File: config.mk
export PLATFORM = sky130hd
export DESIGN_NAME = bmc_top
export DESIGN_NICKNAME = d
export VERILOG_FILES = /design/src/verilog/bmc_pkg.sv /design/src/verilog/bmc_top.sv
export VERILOG_INCLUDE_DIRS = /design/src /design/src/verilog
export SDC_FILE = /design/constraint.sdc
export NUM_CORES = 1
export LEC_CHECK = 0
export BUFFER_PORTS_ARGS = -buffer_cell sky130_fd_sc_hd__buf_2
export CAP_MARGIN = 40
export CORE_UTILIZATION = 40
export DETAILED_ROUTE_END_ITERATION = 10
export MAX_ROUTING_LAYER = met4
export SLEW_MARGIN = 20
export SYNTH_ARGS = -nofsm -noshare
export SYNTH_HDL_FRONTEND = slang
export SYNTH_SLANG_ARGS = --single-unit
File: constraint.sdc
create_clock -name core_clk -period 2.1 [get_ports core_clk]
set_input_delay 0.105 -clock core_clk [delete_from_list [all_inputs] [get_ports core_clk]]
set_output_delay 0.105 -clock core_clk [all_outputs]
set_load 0.01 [all_outputs]
File: src/verilog/bmc_regs.svh
// register map, field positions, reset values and timing counts
`ifndef BMC_REGS_SVH
`define BMC_REGS_SVH
// ************
// addresses
// ************
`define BMC_ADDR_CTRL 5'h00
`define BMC_ADDR_VENDOR 5'h1F
// ************
// reset values
// ************
`define BMC_CTRL_RESET 16'h3100
`define BMC_VENDOR_RESET 16'h0000
// ************
// field positions
// ************
`define BMC_B_SRST 15
`define BMC_B_LB 14
`define BMC_B_SPD 13
`define BMC_B_AN_EN 12
`define BMC_B_PD 11
`define BMC_B_ISO 10
`define BMC_B_AN_RST 9
`define BMC_B_DUP 8
`define BMC_B_COLT 7
// ************
// timing
// ************
`define BMC_CLK_NS 100
`define BMC_SRST_NS 1600
`define BMC_SRST_CYC ((`BMC_SRST_NS + `BMC_CLK_NS - 1) / `BMC_CLK_NS)
`define BMC_SRST_CNT_W 5
`define BMC_BIT_NS 100
`define BMC_COL_ON_BITS 512
`define BMC_COL_ON_CYC ((`BMC_COL_ON_BITS * `BMC_BIT_NS) / `BMC_CLK_NS)
`define BMC_COL_OFF_BITS 4
`define BMC_COL_OFF_CYC ((`BMC_COL_OFF_BITS * `BMC_BIT_NS) / `BMC_CLK_NS)
`endif

File: src/verilog/bmc_pkg.sv
// types and field helpers of the basic mode control block
package bmc_pkg;
  `include "bmc_regs.svh"
  typedef enum logic {BMC_RUN, BMC_SRST} bmc_fsm_t;
  typedef struct packed {
    logic srst;
    logic lb;
    logic spd;
    logic an_en;
    logic pd;
    logic iso;
    logic an_rst;
    logic dup;
    logic colt;
  } bmc_ctrl_t;
  typedef struct packed {
    logic tx_en;
    logic [1:0] txd;
  } bmc_rmii_tx_t;
  typedef struct packed {
    logic crs_dv;
    logic [1:0] rxd;
  } bmc_rmii_rx_t;
  typedef struct packed {
    bmc_fsm_t fsm;
    bmc_ctrl_t ctrl;
    logic [15:0] vendor;
    logic [`BMC_SRST_CNT_W-1:0] cnt;
    logic [15:0] rdata;
    bmc_rmii_rx_t rx;
    bmc_rmii_tx_t tx;
    logic col;
    logic an_go;
  } bmc_state_t;
  function automatic bmc_ctrl_t bmc_word_to_ctrl(input logic [15:0] w);
    bmc_ctrl_t c;
    c.srst = w[`BMC_B_SRST];
    c.lb = w[`BMC_B_LB];
    c.spd = w[`BMC_B_SPD];
    c.an_en = w[`BMC_B_AN_EN];
    c.pd = w[`BMC_B_PD];
    c.iso = w[`BMC_B_ISO];
    c.an_rst = w[`BMC_B_AN_RST];
    c.dup = w[`BMC_B_DUP];
    c.colt = w[`BMC_B_COLT];
    return c;
  endfunction
  function automatic logic [15:0] bmc_ctrl_to_word(input bmc_ctrl_t c);
    logic [15:0] w;
    w = 16'h0000;
    w[`BMC_B_SRST] = c.srst;
    w[`BMC_B_LB] = c.lb;
    w[`BMC_B_SPD] = c.spd;
    w[`BMC_B_AN_EN] = c.an_en;
    w[`BMC_B_PD] = c.pd;
    w[`BMC_B_ISO] = c.iso;
    w[`BMC_B_AN_RST] = c.an_rst;
    w[`BMC_B_DUP] = c.dup;
    w[`BMC_B_COLT] = c.colt;
    return w;
  endfunction
endpackage

File: src/verilog/bmc_top.sv
// basic mode control register with its control effects on the MAC side
`timescale 1ns/1ns
module bmc_top (
  input wire logic core_clk,
  input wire logic nrst,
  input wire logic mgmt_wr,
  input wire logic mgmt_rd,
  input wire logic [4:0] mgmt_addr,
  input wire logic [15:0] mgmt_wdata,
  output logic [15:0] mgmt_rdata,
  input wire logic irq_powerdown_pin_n,
  input wire logic rmii_master,
  input wire bmc_pkg::bmc_rmii_tx_t mac_tx,
  output bmc_pkg::bmc_rmii_rx_t mac_rx,
  output logic col,
  output logic ref_clk_en,
  output bmc_pkg::bmc_rmii_tx_t line_tx,
  input wire bmc_pkg::bmc_rmii_rx_t line_rx,
  input wire logic an_speed_100,
  input wire logic an_full_duplex,
  input wire logic an_started,
  output logic an_restart,
  output logic an_enable,
  output logic pcs_reset,
  output logic powered_down,
  output logic speed_100,
  output logic full_duplex
);
  import bmc_pkg::*;

  localparam int SRST_MAX = `BMC_SRST_CYC + 1;
  localparam int COL_ON_MAX = `BMC_COL_ON_CYC;
  localparam int COL_OFF_MAX = `BMC_COL_OFF_CYC;
  localparam logic [`BMC_SRST_CNT_W-1:0] SRST_LOAD = `BMC_SRST_CNT_W'(`BMC_SRST_CYC - 1);

  bmc_state_t q;
  bmc_state_t d;

  logic wr_ctrl;
  logic wr_vendor;
  logic pd_eff;
  logic active;
  bmc_ctrl_t wr_c;

  // ************
  // decode
  // ************
  assign wr_ctrl = mgmt_wr && (mgmt_addr == `BMC_ADDR_CTRL);
  assign wr_vendor = mgmt_wr && (mgmt_addr == `BMC_ADDR_VENDOR);
  assign wr_c = bmc_word_to_ctrl(mgmt_wdata);
  assign pd_eff = q.ctrl.pd || !irq_powerdown_pin_n;
  assign active = !pd_eff && !q.ctrl.iso;

  // ************
  // next state
  // ************
  always_comb begin
    d = q;
    d.an_go = 1'b0;
    if (mgmt_rd) begin
      case (mgmt_addr)
        `BMC_ADDR_CTRL: d.rdata = bmc_ctrl_to_word(q.ctrl);
        `BMC_ADDR_VENDOR: d.rdata = q.vendor;
        default: d.rdata = 16'h0000;
      endcase
    end
    if (wr_vendor) begin
      d.vendor = mgmt_wdata;
    end
    case (q.fsm)
      BMC_RUN: begin
        if (q.ctrl.an_rst && an_started) begin
          d.ctrl.an_rst = 1'b0;
        end
        if (wr_ctrl && wr_c.srst) begin
          d.fsm = BMC_SRST;
          d.cnt = SRST_LOAD;
          d.ctrl = bmc_word_to_ctrl(`BMC_CTRL_RESET);
          d.ctrl.srst = 1'b1;
        end else if (wr_ctrl) begin
          d.ctrl.lb = wr_c.lb;
          d.ctrl.spd = wr_c.spd;
          d.ctrl.an_en = wr_c.an_en;
          d.ctrl.pd = wr_c.pd;
          d.ctrl.iso = wr_c.iso;
          d.ctrl.dup = wr_c.dup;
          d.ctrl.colt = wr_c.colt;
          if (wr_c.an_rst && wr_c.an_en) begin
            d.ctrl.an_rst = 1'b1;
            d.an_go = 1'b1;
          end else if (!wr_c.an_rst) begin
            // clearing only drops the flag, negotiation runs on
            d.ctrl.an_rst = 1'b0;
          end else begin
            d.ctrl.an_rst = 1'b0;
          end
        end
      end
      BMC_SRST: begin
        // vendor register is left as it is
        if (q.cnt == '0) begin
          d.fsm = BMC_RUN;
          d.ctrl.srst = 1'b0;
        end else begin
          d.cnt = q.cnt - 1'b1;
        end
      end
      default: begin
        d.fsm = BMC_RUN;
      end
    endcase
    if (!irq_powerdown_pin_n) begin
      d.ctrl.pd = 1'b1;
    end
    // data paths, quiet while powered down or isolated
    d.rx = '0;
    d.tx = '0;
    d.col = 1'b0;
    if (active) begin
      if (q.ctrl.lb) begin
        d.rx.crs_dv = mac_tx.tx_en;
        d.rx.rxd = mac_tx.txd;
      end else begin
        d.rx = line_rx;
        d.tx = mac_tx;
      end
      d.col = q.ctrl.colt && mac_tx.tx_en;
    end
  end

  always_ff @(posedge core_clk) begin
    if (!nrst) begin
      q.fsm <= BMC_RUN;
      q.ctrl <= bmc_word_to_ctrl(`BMC_CTRL_RESET);
      q.vendor <= `BMC_VENDOR_RESET;
      q.cnt <= '0;
      q.rdata <= 16'h0000;
      q.rx <= '0;
      q.tx <= '0;
      q.col <= 1'b0;
      q.an_go <= 1'b0;
    end else begin
      q <= d;
    end
  end

  // ************
  // outputs
  // ************
  assign mgmt_rdata = q.rdata;
  assign mac_rx = q.rx;
  assign line_tx = q.tx;
  assign col = q.col;
  assign an_restart = q.an_go;
  assign an_enable = q.ctrl.an_en;
  assign pcs_reset = q.ctrl.srst;
  assign powered_down = pd_eff;
  assign ref_clk_en = !(q.ctrl.iso && rmii_master);
  assign speed_100 = q.ctrl.an_en ? an_speed_100 : q.ctrl.spd;
  assign full_duplex = q.ctrl.an_en ? an_full_duplex : q.ctrl.dup;

  // ************
  // checks
  // ************
  AST_SRST_DONE: assert property (@(posedge core_clk) disable iff (!nrst)
    q.ctrl.srst |-> ##[1:SRST_MAX] !q.ctrl.srst)
    else $error("software reset bit did not clear");

  AST_SRST_VALUES: assert property (@(posedge core_clk) disable iff (!nrst)
    (wr_ctrl && wr_c.srst && q.fsm == BMC_RUN)
    |=> q.ctrl.an_en && q.ctrl.spd && q.ctrl.dup && !q.ctrl.lb && !q.ctrl.iso && !q.ctrl.colt)
    else $error("software reset did not restore defaults");

  AST_VENDOR_KEEP: assert property (@(posedge core_clk) disable iff (!nrst)
    (q.fsm == BMC_SRST && !wr_vendor) |=> $stable(q.vendor))
    else $error("vendor register changed by software reset");

  AST_LOOPBACK: assert property (@(posedge core_clk) disable iff (!nrst)
    (active && q.ctrl.lb)
    |=> mac_rx.rxd == $past(mac_tx.txd) && mac_rx.crs_dv == $past(mac_tx.tx_en) && line_tx == '0)
    else $error("loopback data mismatch");

  AST_FORCED_MODE: assert property (@(posedge core_clk) disable iff (!nrst)
    (wr_ctrl && !wr_c.srst && !wr_c.an_en && q.fsm == BMC_RUN)
    |=> speed_100 == $past(mgmt_wdata[`BMC_B_SPD]) && full_duplex == $past(mgmt_wdata[`BMC_B_DUP]))
    else $error("forced speed or duplex not applied");

  AST_AN_MODE: assert property (@(posedge core_clk) disable iff (!nrst)
    (wr_ctrl && !wr_c.srst && wr_c.an_en && q.fsm == BMC_RUN)
    |=> speed_100 == an_speed_100 && full_duplex == an_full_duplex)
    else $error("negotiated mode not followed");

  AST_PD_PIN: assert property (@(posedge core_clk) disable iff (!nrst)
    !irq_powerdown_pin_n |=> q.ctrl.pd && powered_down)
    else $error("power-down pin did not set the bit");

  AST_PD_QUIET: assert property (@(posedge core_clk) disable iff (!nrst)
    (pd_eff || q.ctrl.iso) |=> mac_rx == '0 && line_tx == '0 && !col)
    else $error("data path active while down or isolated");

  AST_ISO_CLK: assert property (@(posedge core_clk) disable iff (!nrst)
    (wr_ctrl && wr_c.iso && !wr_c.srst && q.fsm == BMC_RUN)
    |=> (ref_clk_en == !rmii_master))
    else $error("reference clock not stopped in isolate");

  AST_RST_IGNORE: assert property (@(posedge core_clk) disable iff (!nrst)
    (wr_ctrl && wr_c.an_rst && !wr_c.an_en && !wr_c.srst && q.fsm == BMC_RUN)
    |=> !q.ctrl.an_rst && !an_restart)
    else $error("restart accepted with negotiation off");

  AST_RST_HOLD: assert property (@(posedge core_clk) disable iff (!nrst)
    (q.ctrl.an_rst && !an_started && !wr_ctrl && q.fsm == BMC_RUN) |=> q.ctrl.an_rst)
    else $error("restart bit cleared before start");

  AST_RST_CLEAR: assert property (@(posedge core_clk) disable iff (!nrst)
    (wr_ctrl && !wr_c.an_rst && !wr_c.srst && q.fsm == BMC_RUN) |=> !an_restart && !q.ctrl.an_rst)
    else $error("clearing restart disturbed negotiation");

  AST_COL_ON: assert property (@(posedge core_clk) disable iff (!nrst)
    (active && q.ctrl.colt && mac_tx.tx_en) |-> ##[1:COL_ON_MAX] col)
    else $error("collision test COL late");

  AST_COL_OFF: assert property (@(posedge core_clk) disable iff (!nrst)
    (col && !mac_tx.tx_en) |-> ##[1:COL_OFF_MAX] !col)
    else $error("collision test COL not dropped");

  AST_RSVD: assert property (@(posedge core_clk) disable iff (!nrst)
    $past(mgmt_rd && mgmt_addr == `BMC_ADDR_CTRL) |-> mgmt_rdata[6:0] == 7'h00)
    else $error("reserved bits not zero");

endmodule

Yosys cells after proc, flatten, opt, wreduce, memory -nomap -nowiden --
Cells that the tools add are included.
Word-level totals: register bits 55, bits of input ports 36, output and inout port bits 30, logic and storage cells 71
Operators by class: add/sub/neg operators 1, eq/ne operators 6, multiplexer cells 16, bitwise logic cells 4, reductions and logical operators 25
Operators by type and width (count):
- case mux 16 bit (2 select lines) | 1
- two-way mux 8 bit | 2
- two-way mux 5 bit | 3
- AND reduction 2 bit | 6
- zero test 5 bit | 2
- case mux 5 bit (2 select lines) | 1
- logical AND 1 bit | 8
- inequality test 2 bit, second input constant | 3
- == test 5 bit, second input constant | 1
- two-way mux 1 bit | 5
- subtractor 5 x 1 -> 5 bit, second input constant | 1
- zero test 1 bit | 4
- two-way mux 2 bit | 2
- NOT 1 bit | 4
- case mux 2 bit (2 select lines) | 1
- OR reduction 4 bit | 1
- two-way mux 3 bit | 1
- inequality test 3 x 1 -> 1 bit, second input constant | 1
- nonzero test 3 bit | 1
- OR reduction 3 bit | 1
- inequality test 2 x 1 -> 1 bit, second input constant | 1
- nonzero test 2 bit | 1
- logical OR 1 bit | 1

Logic depth before layout (Yosys ltp) --
Gate-level depths: netlist (run 1).
depth after elaboration 6, mapped depth 6

Worst setup path before layout (run 1) --
No wires, ideal clock.
path kind reg-to-reg, start register q[24] (netlist bit), end register q[25] (netlist bit), setup time 88 ps, arrival 1372 ps, required time 2012 ps, setup slack 639 ps, cell stages (with the launch flop) 6, period minus slack after synthesis 1461 ps, path through dfxtp_1 > inv_1 > ha_1 > or4b_4 > and3_4 > a311oi_2
Between the ends: word-level cells in the longest chain between the ends 3
Ends and longest elaborated chain:
- start: declaration | RTL line bmc_top.sv:36 | bmc_state_t q;
- subtractor 5 x 1 -> 5 bit or zero test 5 bit (tied branches) | RTL line bmc_top.sv:105, bmc_top.sv:101
- two-way mux 5 bit or inequality test 2 bit (tied branches)
- case mux 5 bit (2 select lines) or AND reduction 2 bit (tied branches)
Parallel ways exist; a longest one is shown, timed or not. The select of a mux whose other input is x is not followed. A chain may end at the register's enable or synchronous reset.

Worst setup path in the final report (run 1) --
start register q[25] (netlist bit), end register q[25] (netlist bit)
Same word-level chain as after synthesis.

==> reports/metrics.cfg, run 1 <==
[run_status]
outcome=complete, no violations

[critical_path]
worstPathMaxFanout=4
critPathMaxStageDelay_ns=0.48
arrival_ns=1.80
slowest_stage=or4b_4
path_cells=inv_1 -> ha_1 -> or4b_4 -> and3_4 -> a311oi_2
critPathLaunchType=flip-flop
end_kind=flip-flop
crit_type=flip-flop to flip-flop
critPathRequiredTime_ns=2.32

[cts]
insertion_delay_ns=0.31
numClockSinks=55
clk_pin_slew_ns=0.10
cts.htree.levels=2
numCtsBuffers=5
clockRootBuffer=clkbuf_8
holdBufCountCts=0
cts_setup_buffers=0
cts.path.max_buffers=2
cts_tree=done
cts_resized=0

[pwr]
p_leak_nw=1.10
power_per_cell_area_mw_per_mm2=728
clock_power_share=0.395
p_int_mw=1.61
p_total_mw=2.06
seq_power_share=0.519
switching_share=0.219
ir_drop_mv=0.349
p_switching_mw=0.451
comb_power_share=0.086

[die]
die-area_sq_mm=0.00657
ios=66
placementRows=28
die_height_microns=81.1
die_w_microns=81.1
start_util=0.418
core_sq_mm=0.00599

[routing]
drcViolationCount=0
wire_per_inst_microns=14.2
dr.pass1.iters=5
first_iter_violations=103
via_per_inst=5.24
antenna_left=0
wirelength_microns=5590
num_vias=2058

[yosys]
synth_compound_area_frac=0.122
synth_xor_area_frac=0
synth_top_family_by_area=simple AND/OR/NAND/NOR gates
synth-async-reset-ratio=0
synth-adder-area-share=0.00500
synth-main-ff-cell=dfxtp_1
synth_top_area_share=0.440
syn_nets=318
syn-cell-area_sq_mm=0.00250
synthTopCellsByArea=dfxtp_1, mux2i_1, buf_4, nand2_1, nand3_1
synth_cells=281
avgSynthCellArea_sq_um=8.90
synth_cell_types=40
synthSimpleGateAreaFrac=0.231
synth_warnings=0
ys_ff_latch=55
yosysSeqAreaShare=0.440
synth_top_area_cell=dfxtp_1
synthMuxAreaShare=0.0850
synth-edff-count=0

[sta]
max_slew_margin=0.636
hold_violations=0
maxSlewViolCount=0
worstMarginPinSlew_ns=0.544
skew_ns=0.00423
rsz0062_at_grt=no
finalSetupViolCount=0
fin_setup_tns_ns=0
holdWs_ns=0.00929
fmax_ghz=0.635
min_period_ns=1.58
fin_crit_sh=0.750

[finish]
fill_cells=614
layout_common_cells=buf_2, dfxtp_1, nand2_1
fin_nets=354
diodes=0
final_common_cell=buf_2
final_area_sq_mm=0.00283
drive_gt1_frac=0.280
area_growth_pct=13.1

[grt]
grtUsageTotal=0.184
antenna_found_initial=0
grt_pass1_vias=1908
grt_overflow=0
grt_max_degree=34
grt_pass1_wl_microns=8940

[placement]
port_buffers=65
dp_hpwl_microns=3890
place_area_sq_mm=0.00270
gp_congestion=0.764

[hold_path]
hp-class=input port to flip-flop

[job]
maxCapViolCount=0

==> path summary, 6_finish.rpt <==
| kind | start | to | slack (ns) | depth (start not counted) |
|---|---|---|---|---|
| worst max-delay path | q[25] | q[25] | 0.52 | 5 |
| worst min-delay path | irq_powerdown_pin_n | q[49] | 0.009 | 2 |
| worst max register to register | q[25] | q[25] | 0.52 | 5 |
| worst min register to register | q[35] | q[35] | 0.46 | 2 |
==> metrics by stage <==
stage | util | std cells | worst slack (ns)
finish | 0.472 | 393 | 0.525
global route | 0.472 | 393 | 0.428
CTS | 0.472 | 393 | 0.511
detailed placement | 0.450 | 385 | 0.535
global placement | 0.450 | 385 | 0.606
floorplan | - | 281 | 0.639
==> sequential cells by signal (all words and copies together), names as in the netlist <==
register    cells
pcs_reset       1
line_tx         3
q              29
mgmt_rdata     16
col             1
an_enable       1
an_restart      1
mac_rx          3
==> cells in the mapped netlist (5+ instances only) <==
cell,count
buf_4,23
nand2b_1,8
clkbuf_1,12
nand3_1,19
nor2_1,7
nand4_1,7
a21oi_1,16
mux2i_1,19
nand2_1,38
dfxtp_1,55
a31oi_1,14
o21ai_0,16
buf_2,5
==> final cells by class <==
cell class,instances,area [sq um],share of cell area
well taps,75,93.8,0.0332
flip-flops and latches,55,1100,0.389
clock inverters,2,60.1,0.0212
repair buffers,72,378,0.134
inverters,4,15.0,0.00531
multi-input cells,179,1110,0.392
clock buffers,6,72.6,0.0257
==> worst max-delay path, delay by kind of cell, from the launching register on <==
kind | cells | cell delay, ns
AOI/OAI and AO/OA | 1 | 0.22
adders and majority gates | 1 | 0.17
buffers and inverters | 1 | 0.09
DFF | 1 | 0.33
and+or+nand+nor | 2 | 0.68
==> power groups by stage <==
| stage | Sequential [mW] | Combinational [mW] | Clock [mW] |
|---|---|---|---|
| floorplan | 1.09 | 0.114 | 0 |
| global placement | 1.09 | 0.176 | 0 |
| detailed placement | 1.09 | 0.177 | 0 |
| CTS | 1.07 | 0.177 | 0.836 |
| global route | 1.07 | 0.195 | 0.877 |
| finish | 1.07 | 0.176 | 0.814 |
==> kinds of logic (layout without fill, tap and decap cells) <==
group | after synthesis | in the layout
AO/OA/AOI/OAI | 52 | 52
multiplexers | 21 | 21
buffers and inverters | 47 | 84
flip-flops | 55 | 55
adder cells (fa/ha/maj) | 1 | 1
AND/OR/NAND/NOR | 105 | 105
==> routing by layer <==
metal | track usage | part of all wire
met1 | 0.226 | 0.47
met2 | 0.297 | 0.48
met3 | 0.0427 | 0.045
met4 | 0.0607 | 0.0048
met5 | - | 0
(Power assumes the default switching activity.)
==> run 2, diff against run 1 <==
--- a/config.mk
+++ b/config.mk
@@ -11,6 +11,7 @@
 export CORE_UTILIZATION = 40
 export DETAILED_ROUTE_END_ITERATION = 10
 export MAX_ROUTING_LAYER = met4
+export PLACE_DENSITY = 0.66
 export SLEW_MARGIN = 20
 export SYNTH_ARGS = -nofsm -noshare
 export SYNTH_HDL_FRONTEND = slang
==> constraint.sdc (replaced) <==
create_clock -name core_clk -period 1.4 [get_ports core_clk]
set_input_delay 0.07 -clock core_clk [delete_from_list [all_inputs] [get_ports core_clk]]
set_output_delay 0.07 -clock core_clk [all_outputs]
set_load 0.01 [all_outputs]
==> reports/metrics.cfg, run 2 (synthesis gave the netlist of run 1 again) <==
[run_status]
outcome=finished, violations left  ; was complete, no violations
violations=setup timing

[placement]
dp.cells=393  ; was 385
pre_cts_ws_ns=-0.0774  ; was 0.535 ns
place_area_sq_mm=0.00279  ; was 0.00270 sq mm
gp_congestion=0.832  ; was 0.764
port_buffers=65  ; unchanged
dp_hpwl_microns=3950  ; was 3890 microns

[routing]
via_per_inst=5.19  ; was 5.24
top_layer_used=met4  ; unchanged
first_iter_violations=142  ; was 103
wl_met2_microns=2810  ; was 2670 microns
num_vias=2144  ; was 2,058
met1_length_microns=2690  ; was 2640 microns
wirelength_microns=5870  ; was 5590 microns
dr.pass1.iters=4  ; was 5
wl_met3_microns=275  ; was 250 microns
wire_per_inst_microns=14.2  ; about the same
drcViolationCount=0  ; unchanged
antenna_left=0  ; unchanged

[grt]
antenna_found_initial=0  ; unchanged
grtUsageTotal=0.194  ; was 0.184
grt_max_degree=46  ; was 34
grt_pass1_wl_microns=9330  ; was 8940 microns
grt_overflow=0  ; unchanged
grt_pass1_vias=1973  ; was 1,908

[finish]
fill_cells=590  ; was 614
largest_register_ffs=29  ; unchanged
final_cells=413  ; was 393
diodes=0  ; unchanged
drive_gt1_frac=0.311  ; was 0.280
fin_nets=375  ; was 354
final_common_cell=buf_2  ; unchanged
area_growth_pct=20.8  ; was 13.1%
largest-register=q  ; unchanged
final_area_sq_mm=0.00302  ; was 0.00283 sq mm
layout_common_cells=buf_2, dfxtp_1, nand2_1  ; unchanged
final_core_util=0.504  ; was 0.472

[cts]
clockRootBuffer=clkbuf_8  ; unchanged
clk_pin_slew_ns=0.09  ; was 0.10 ns
cts_tree=done  ; unchanged
numClockSinks=55  ; unchanged
cts.htree.levels=2  ; unchanged
insertion_delay_ns=0.30  ; was 0.31 ns
cts.path.max_buffers=2  ; unchanged
numCtsBuffers=5  ; unchanged

[sta]
skew_ns=0.00413  ; was 0.00423 ns
fin_crit_sh=1.06  ; was 0.750
worstMarginPinSlew_ns=0.464  ; was 0.544 ns
fmax_ghz=0.675  ; was 0.635 GHz
fin_ws_ns=-0.0805  ; was 0.525 ns
hold_violations=0  ; unchanged
maxSlewViolCount=0  ; unchanged
rsz0062_at_grt=yes  ; was no
min_period_ns=1.48  ; was 1.58 ns
finalSetupViolCount=2  ; was 0
max_slew_margin=0.691  ; was 0.636

[die]
core_sq_mm=0.00599  ; unchanged
placementRows=28  ; unchanged
ios=66  ; unchanged
die-area_sq_mm=0.00657  ; unchanged
die_w_microns=81.1  ; unchanged
die_height_microns=81.1  ; unchanged
start_util=0.418  ; unchanged

[pwr]
power_per_cell_area_mw_per_mm2=926  ; was 728 mW/mm^2
p_total_mw=2.80  ; was 2.06 mW
p_leak_nw=1.19  ; was 1.10 nW
ir_drop_mv=0.417  ; was 0.349 mV

[critical_path]
crit_type=flip-flop to flip-flop  ; unchanged
end_kind=flip-flop  ; unchanged
arrival_ns=1.69  ; was 1.80 ns
critPathRequiredTime_ns=1.61  ; was 2.32 ns
critPathLaunchType=flip-flop  ; unchanged
worstPathMaxFanout=4  ; unchanged

[job]
maxCapViolCount=0  ; unchanged

[hold_path]
hp-class=input port to flip-flop  ; unchanged

-- run 2: cell types whose count changed in the layout (fill, tap and decap cells not counted), sizes merged --
cell         delta
clkinv          +1
bufinv          -2
buf            +10
dlygate4sd3    +11
-- run 2: layout make-up --
cell class | count | area (sq um) | area share
Clock buffer | 6 | 82.6 | 0.0273
Clock inverter | 1 | 5.00 | 0.00166
Inverter | 4 | 15.0 | 0.00497
Multi-Input combinational cell | 179 | 1130 | 0.375
Sequential cell | 55 | 1100 | 0.365
Tap cell | 75 | 93.8 | 0.0311
Timing Repair Buffer | 93 | 588 | 0.195
-- run 2: worst paths after layout --
path	startpoint	endpoint	slack [ns]	cells past startpoint
min	mgmt_wdata[4]	q[33]	0.005	3
min reg2reg	q[45]	col	0.46	2
max reg2reg	q[25]	q[25]	-0.08	5
max	q[25]	q[25]	-0.08	5
-- run 2: where the power goes --
group          internal (mW)  switching [mW]  leakage [nW]  total (mW)
sequential              1.59          0.0126         0.447        1.60
clock                  0.390           0.503        0.0470       0.893
combinational          0.139           0.163         0.696       0.302
total                   2.12           0.679          1.19        2.80
-- run 2: worst max-delay path, cell delays in order (launching register included) --
cell and delay, ns:
dfxtp_2 0.33, inv_2 0.07, ha_4 0.13, or4b_4 0.49, and3_4 0.19, a311oi_2 0.18
-- run 2: repair_timing --
| action | in CTS | in global routing |
|---|---|---|
| endpoints found under the setup margin | 3 | 10 |
| resized for setup | 2 | 1 |
| setup buffers | 1 | 1 |
| pin swaps | 1 | 2 |
| hold endpoints to repair | 11 | 1 |
| hold buffers | 10 | 1 |
-- run 2: metrics by stage --
step           TNS (ns)  hold slack (ns)
4_1_cts          -0.184         0.000789
3_3_place_gp    -0.0186            0.291
3_5_place_dp     -0.133            0.292
6_report         -0.154          0.00541
5_1_grt          -0.238          0.00867
2_1_floorplan  -0.00664            0.177
-- run 2: layer usage --
metal / track usage / vias to the layer above
li1: - / 1076
met1: 0.234 / 1005
met2: 0.317 / 56
met3: 0.0416 / 7
met4: 0.0679 / 0
met5: - / -
==> run 3, diff against run 2 <==
--- a/config.mk
+++ b/config.mk
@@ -8,10 +8,10 @@
 export LEC_CHECK = 0
 export BUFFER_PORTS_ARGS = -buffer_cell sky130_fd_sc_hd__buf_2
 export CAP_MARGIN = 40
+export CORE_MARGIN = 3
 export CORE_UTILIZATION = 40
 export DETAILED_ROUTE_END_ITERATION = 10
 export MAX_ROUTING_LAYER = met4
-export PLACE_DENSITY = 0.66
 export SLEW_MARGIN = 20
 export SYNTH_ARGS = -nofsm -noshare
 export SYNTH_HDL_FRONTEND = slang
==> constraint.sdc (replaced) <==
create_clock -name core_clk -period 1.7 [get_ports core_clk]
set_input_delay 0.085 -clock core_clk [delete_from_list [all_inputs] [get_ports core_clk]]
set_output_delay 0.085 -clock core_clk [all_outputs]
set_load 0.01 [all_outputs]
==> reports/metrics.cfg, run 3 (synthesis gave the netlist of run 1 again) <==
[run_status]
outcome=complete, no violations  ; was finished, violations left

[hold_path]
worstHoldStart=mgmt_wdata[2]  ; was mgmt_wdata[4]
whs_path_depth=3  ; unchanged
hp-class=input port to flip-flop  ; unchanged
min_to=q[31]  ; was q[33]

[critical_path]
critPathMaxStageDelay_ns=0.49  ; about the same
r2r_start=q[25]  ; unchanged
crit_type=flip-flop to flip-flop  ; unchanged
slowest_stage=or4b_4  ; unchanged
path_cells=inv_1 -> ha_1 -> or4b_4 -> and3_4 -> a311oi_2  ; was inv_2 -> ha_4 -> or4b_4 -> and3_4 -> a311oi_2
reg2reg_depth=5  ; unchanged
critPathLaunchType=flip-flop  ; unchanged
critPathRequiredTime_ns=1.92  ; was 1.61 ns
r2r_setup_slack_ns=0.14  ; was -0.08 ns
arrival_ns=1.78  ; was 1.69 ns
end_kind=flip-flop  ; unchanged
r2r-end=q[25]  ; unchanged
worstPathMaxFanout=4  ; unchanged

[routing]
num_vias=2075  ; was 2,144
drcViolationCount=0  ; unchanged
antenna_left=0  ; unchanged
dr.pass1.iters=4  ; unchanged
via_per_inst=5.21  ; was 5.19
first_iter_violations=90  ; was 142
wire_per_inst_microns=14.4  ; was 14.2 microns
wirelength_microns=5730  ; was 5870 microns

[cts]
numClockSinks=55  ; unchanged
numCtsBuffers=5  ; unchanged
cts.path.max_buffers=2  ; unchanged
cts_tree=done  ; unchanged
clk_pin_slew_ns=0.10  ; was 0.09 ns
insertion_delay_ns=0.30  ; about the same
cts.htree.levels=2  ; unchanged
clockRootBuffer=clkbuf_8  ; unchanged

[grt]
grt_overflow=0  ; unchanged
grt_max_degree=42  ; was 46
grt_pass1_vias=1915  ; was 1,973
antenna_found_initial=0  ; unchanged
grt_pass1_wl_microns=9440  ; was 9330 microns
grtUsageTotal=0.167  ; was 0.194

[sta]
fmax_ghz=0.641  ; was 0.675 GHz
fin_setup_tns_ns=0  ; was -0.154 ns
rsz0062_at_grt=no  ; was yes
max_slew_margin=0.629  ; was 0.691
holdWs_ns=0.0147  ; was 0.00541 ns
fin_crit_sh=0.917  ; was 1.06
worstMarginPinSlew_ns=0.554  ; was 0.464 ns
maxSlewViolCount=0  ; unchanged
hold_violations=0  ; unchanged
skew_ns=0.00750  ; was 0.00413 ns
finalSetupViolCount=0  ; was 2
min_period_ns=1.56  ; was 1.48 ns

[die]
start_util=0.418  ; unchanged
ios=66  ; unchanged
placementRows=28  ; unchanged
core_sq_mm=0.00599  ; unchanged
die-area_sq_mm=0.00724  ; was 0.00657 sq mm
die_height_microns=85.1  ; was 81.1 microns
die_w_microns=85.1  ; was 81.1 microns

[finish]
largest-register=q  ; unchanged
layout_common_cells=buf_2, dfxtp_1, nand2_1  ; unchanged
final_core_util=0.472  ; was 0.504
diodes=0  ; unchanged
final_common_cell=buf_2  ; unchanged
fin_nets=359  ; was 375
largest_register_ffs=29  ; unchanged
drive_gt1_frac=0.279  ; was 0.311
area_growth_pct=13.1  ; was 20.8%

[job]
maxCapViolCount=0  ; unchanged

[pwr]
p_leak_nw=1.10  ; was 1.19 nW
p_int_mw=1.69  ; was 2.12 mW
switching_share=0.248  ; was 0.243
ir_drop_mv=0.419  ; was 0.417 mV
power_per_cell_area_mw_per_mm2=795  ; was 926 mW/mm^2
p_total_mw=2.25  ; was 2.80 mW
comb_power_share=0.100  ; was 0.108
clock_power_share=0.314  ; was 0.319
seq_power_share=0.587  ; was 0.573
p_switching_mw=0.558  ; was 0.679 mW

[placement]
dp_hpwl_microns=4000  ; was 3950 microns
port_buffers=65  ; unchanged
gp_congestion=0.864  ; was 0.832

[run 3: changes by cell type in the layout (fill, tap and decap cells not counted), moves of 2 or more]
cell and change:
buf_12 -2, buf_4 -7, dfxtp_1 +2, dfxtp_2 -2, dlygate4sd3_1 -7, inv_1 +2, inv_2 -2
[run 3: how the worst max path moves through the flow]
stage | start | endpoint
2_1_floorplan | q[24] | q[25]
3_3_place_gp | q[25] | q[25]
3_5_place_dp | q[24] | q[25]
4_1_cts | q[25] | q[25]
5_1_grt | q[25] | q[25]
6_report | q[25] | q[25]
[run 3: layout make-up]
cell class	count	area, sq um
inverters	4	15.0
fillers	614	3160
flip-flops and latches	55	1100
clock buffers	6	72.6
clock inverters	2	12.5
multi-input cells	179	1110
well taps	75	93.8
repair buffers	77	425
[run 3: through the flow]
step	cell area (sq um)	std cells	setup slack [ns]
6_report	2830	398	0.141
5_1_grt	2830	398	0.0600
4_1_cts	2830	398	0.143
3_5_place_dp	2700	386	0.164
3_3_place_gp	2700	386	0.203
2_1_floorplan	2500	281	0.239
[run 3: power groups by stage]
stage | logic [mW] | clock network [mW] | registers (mW)
floorplan | 0.140 | 0 | 1.35
global placement | 0.217 | 0 | 1.35
detailed placement | 0.219 | 0 | 1.35
CTS | 0.226 | 0.734 | 1.32
global route | 0.250 | 0.783 | 1.32
finish | 0.224 | 0.706 | 1.32
[run 3: per-layer routing]
| layer | part of all wire | wire (microns) | track usage | vias to the layer above |
|---|---|---|---|---|
| li1 | - | - | - | 1049 |
| met1 | 0.47 | 2710 | 0.226 | 974 |
| met2 | 0.46 | 2640 | 0.253 | 50 |
| met3 | 0.060 | 342 | 0.0311 | 2 |
| met4 | 0.0051 | 29 | 0.0518 | 0 |
| met5 | 0 | 0 | - | - |
[run 3: worst max-delay path: cells and delay by family (launching register included)]
kind | cells | cell delay (ns)
AO/OA/AOI/OAI | 1 | 0.22
adder cells (fa/ha/maj) | 1 | 0.17
buffers and inverters | 1 | 0.09
flip-flops | 1 | 0.32
AND/OR/NAND/NOR | 2 | 0.69
[run 3: what timing repair did]
item | 4_1_cts | 5_1_grt
hold buffers | 4 | 0
buffers inserted | 0 | 0
hold endpoints to repair | 4 | 0
resized for setup | 0 | 0
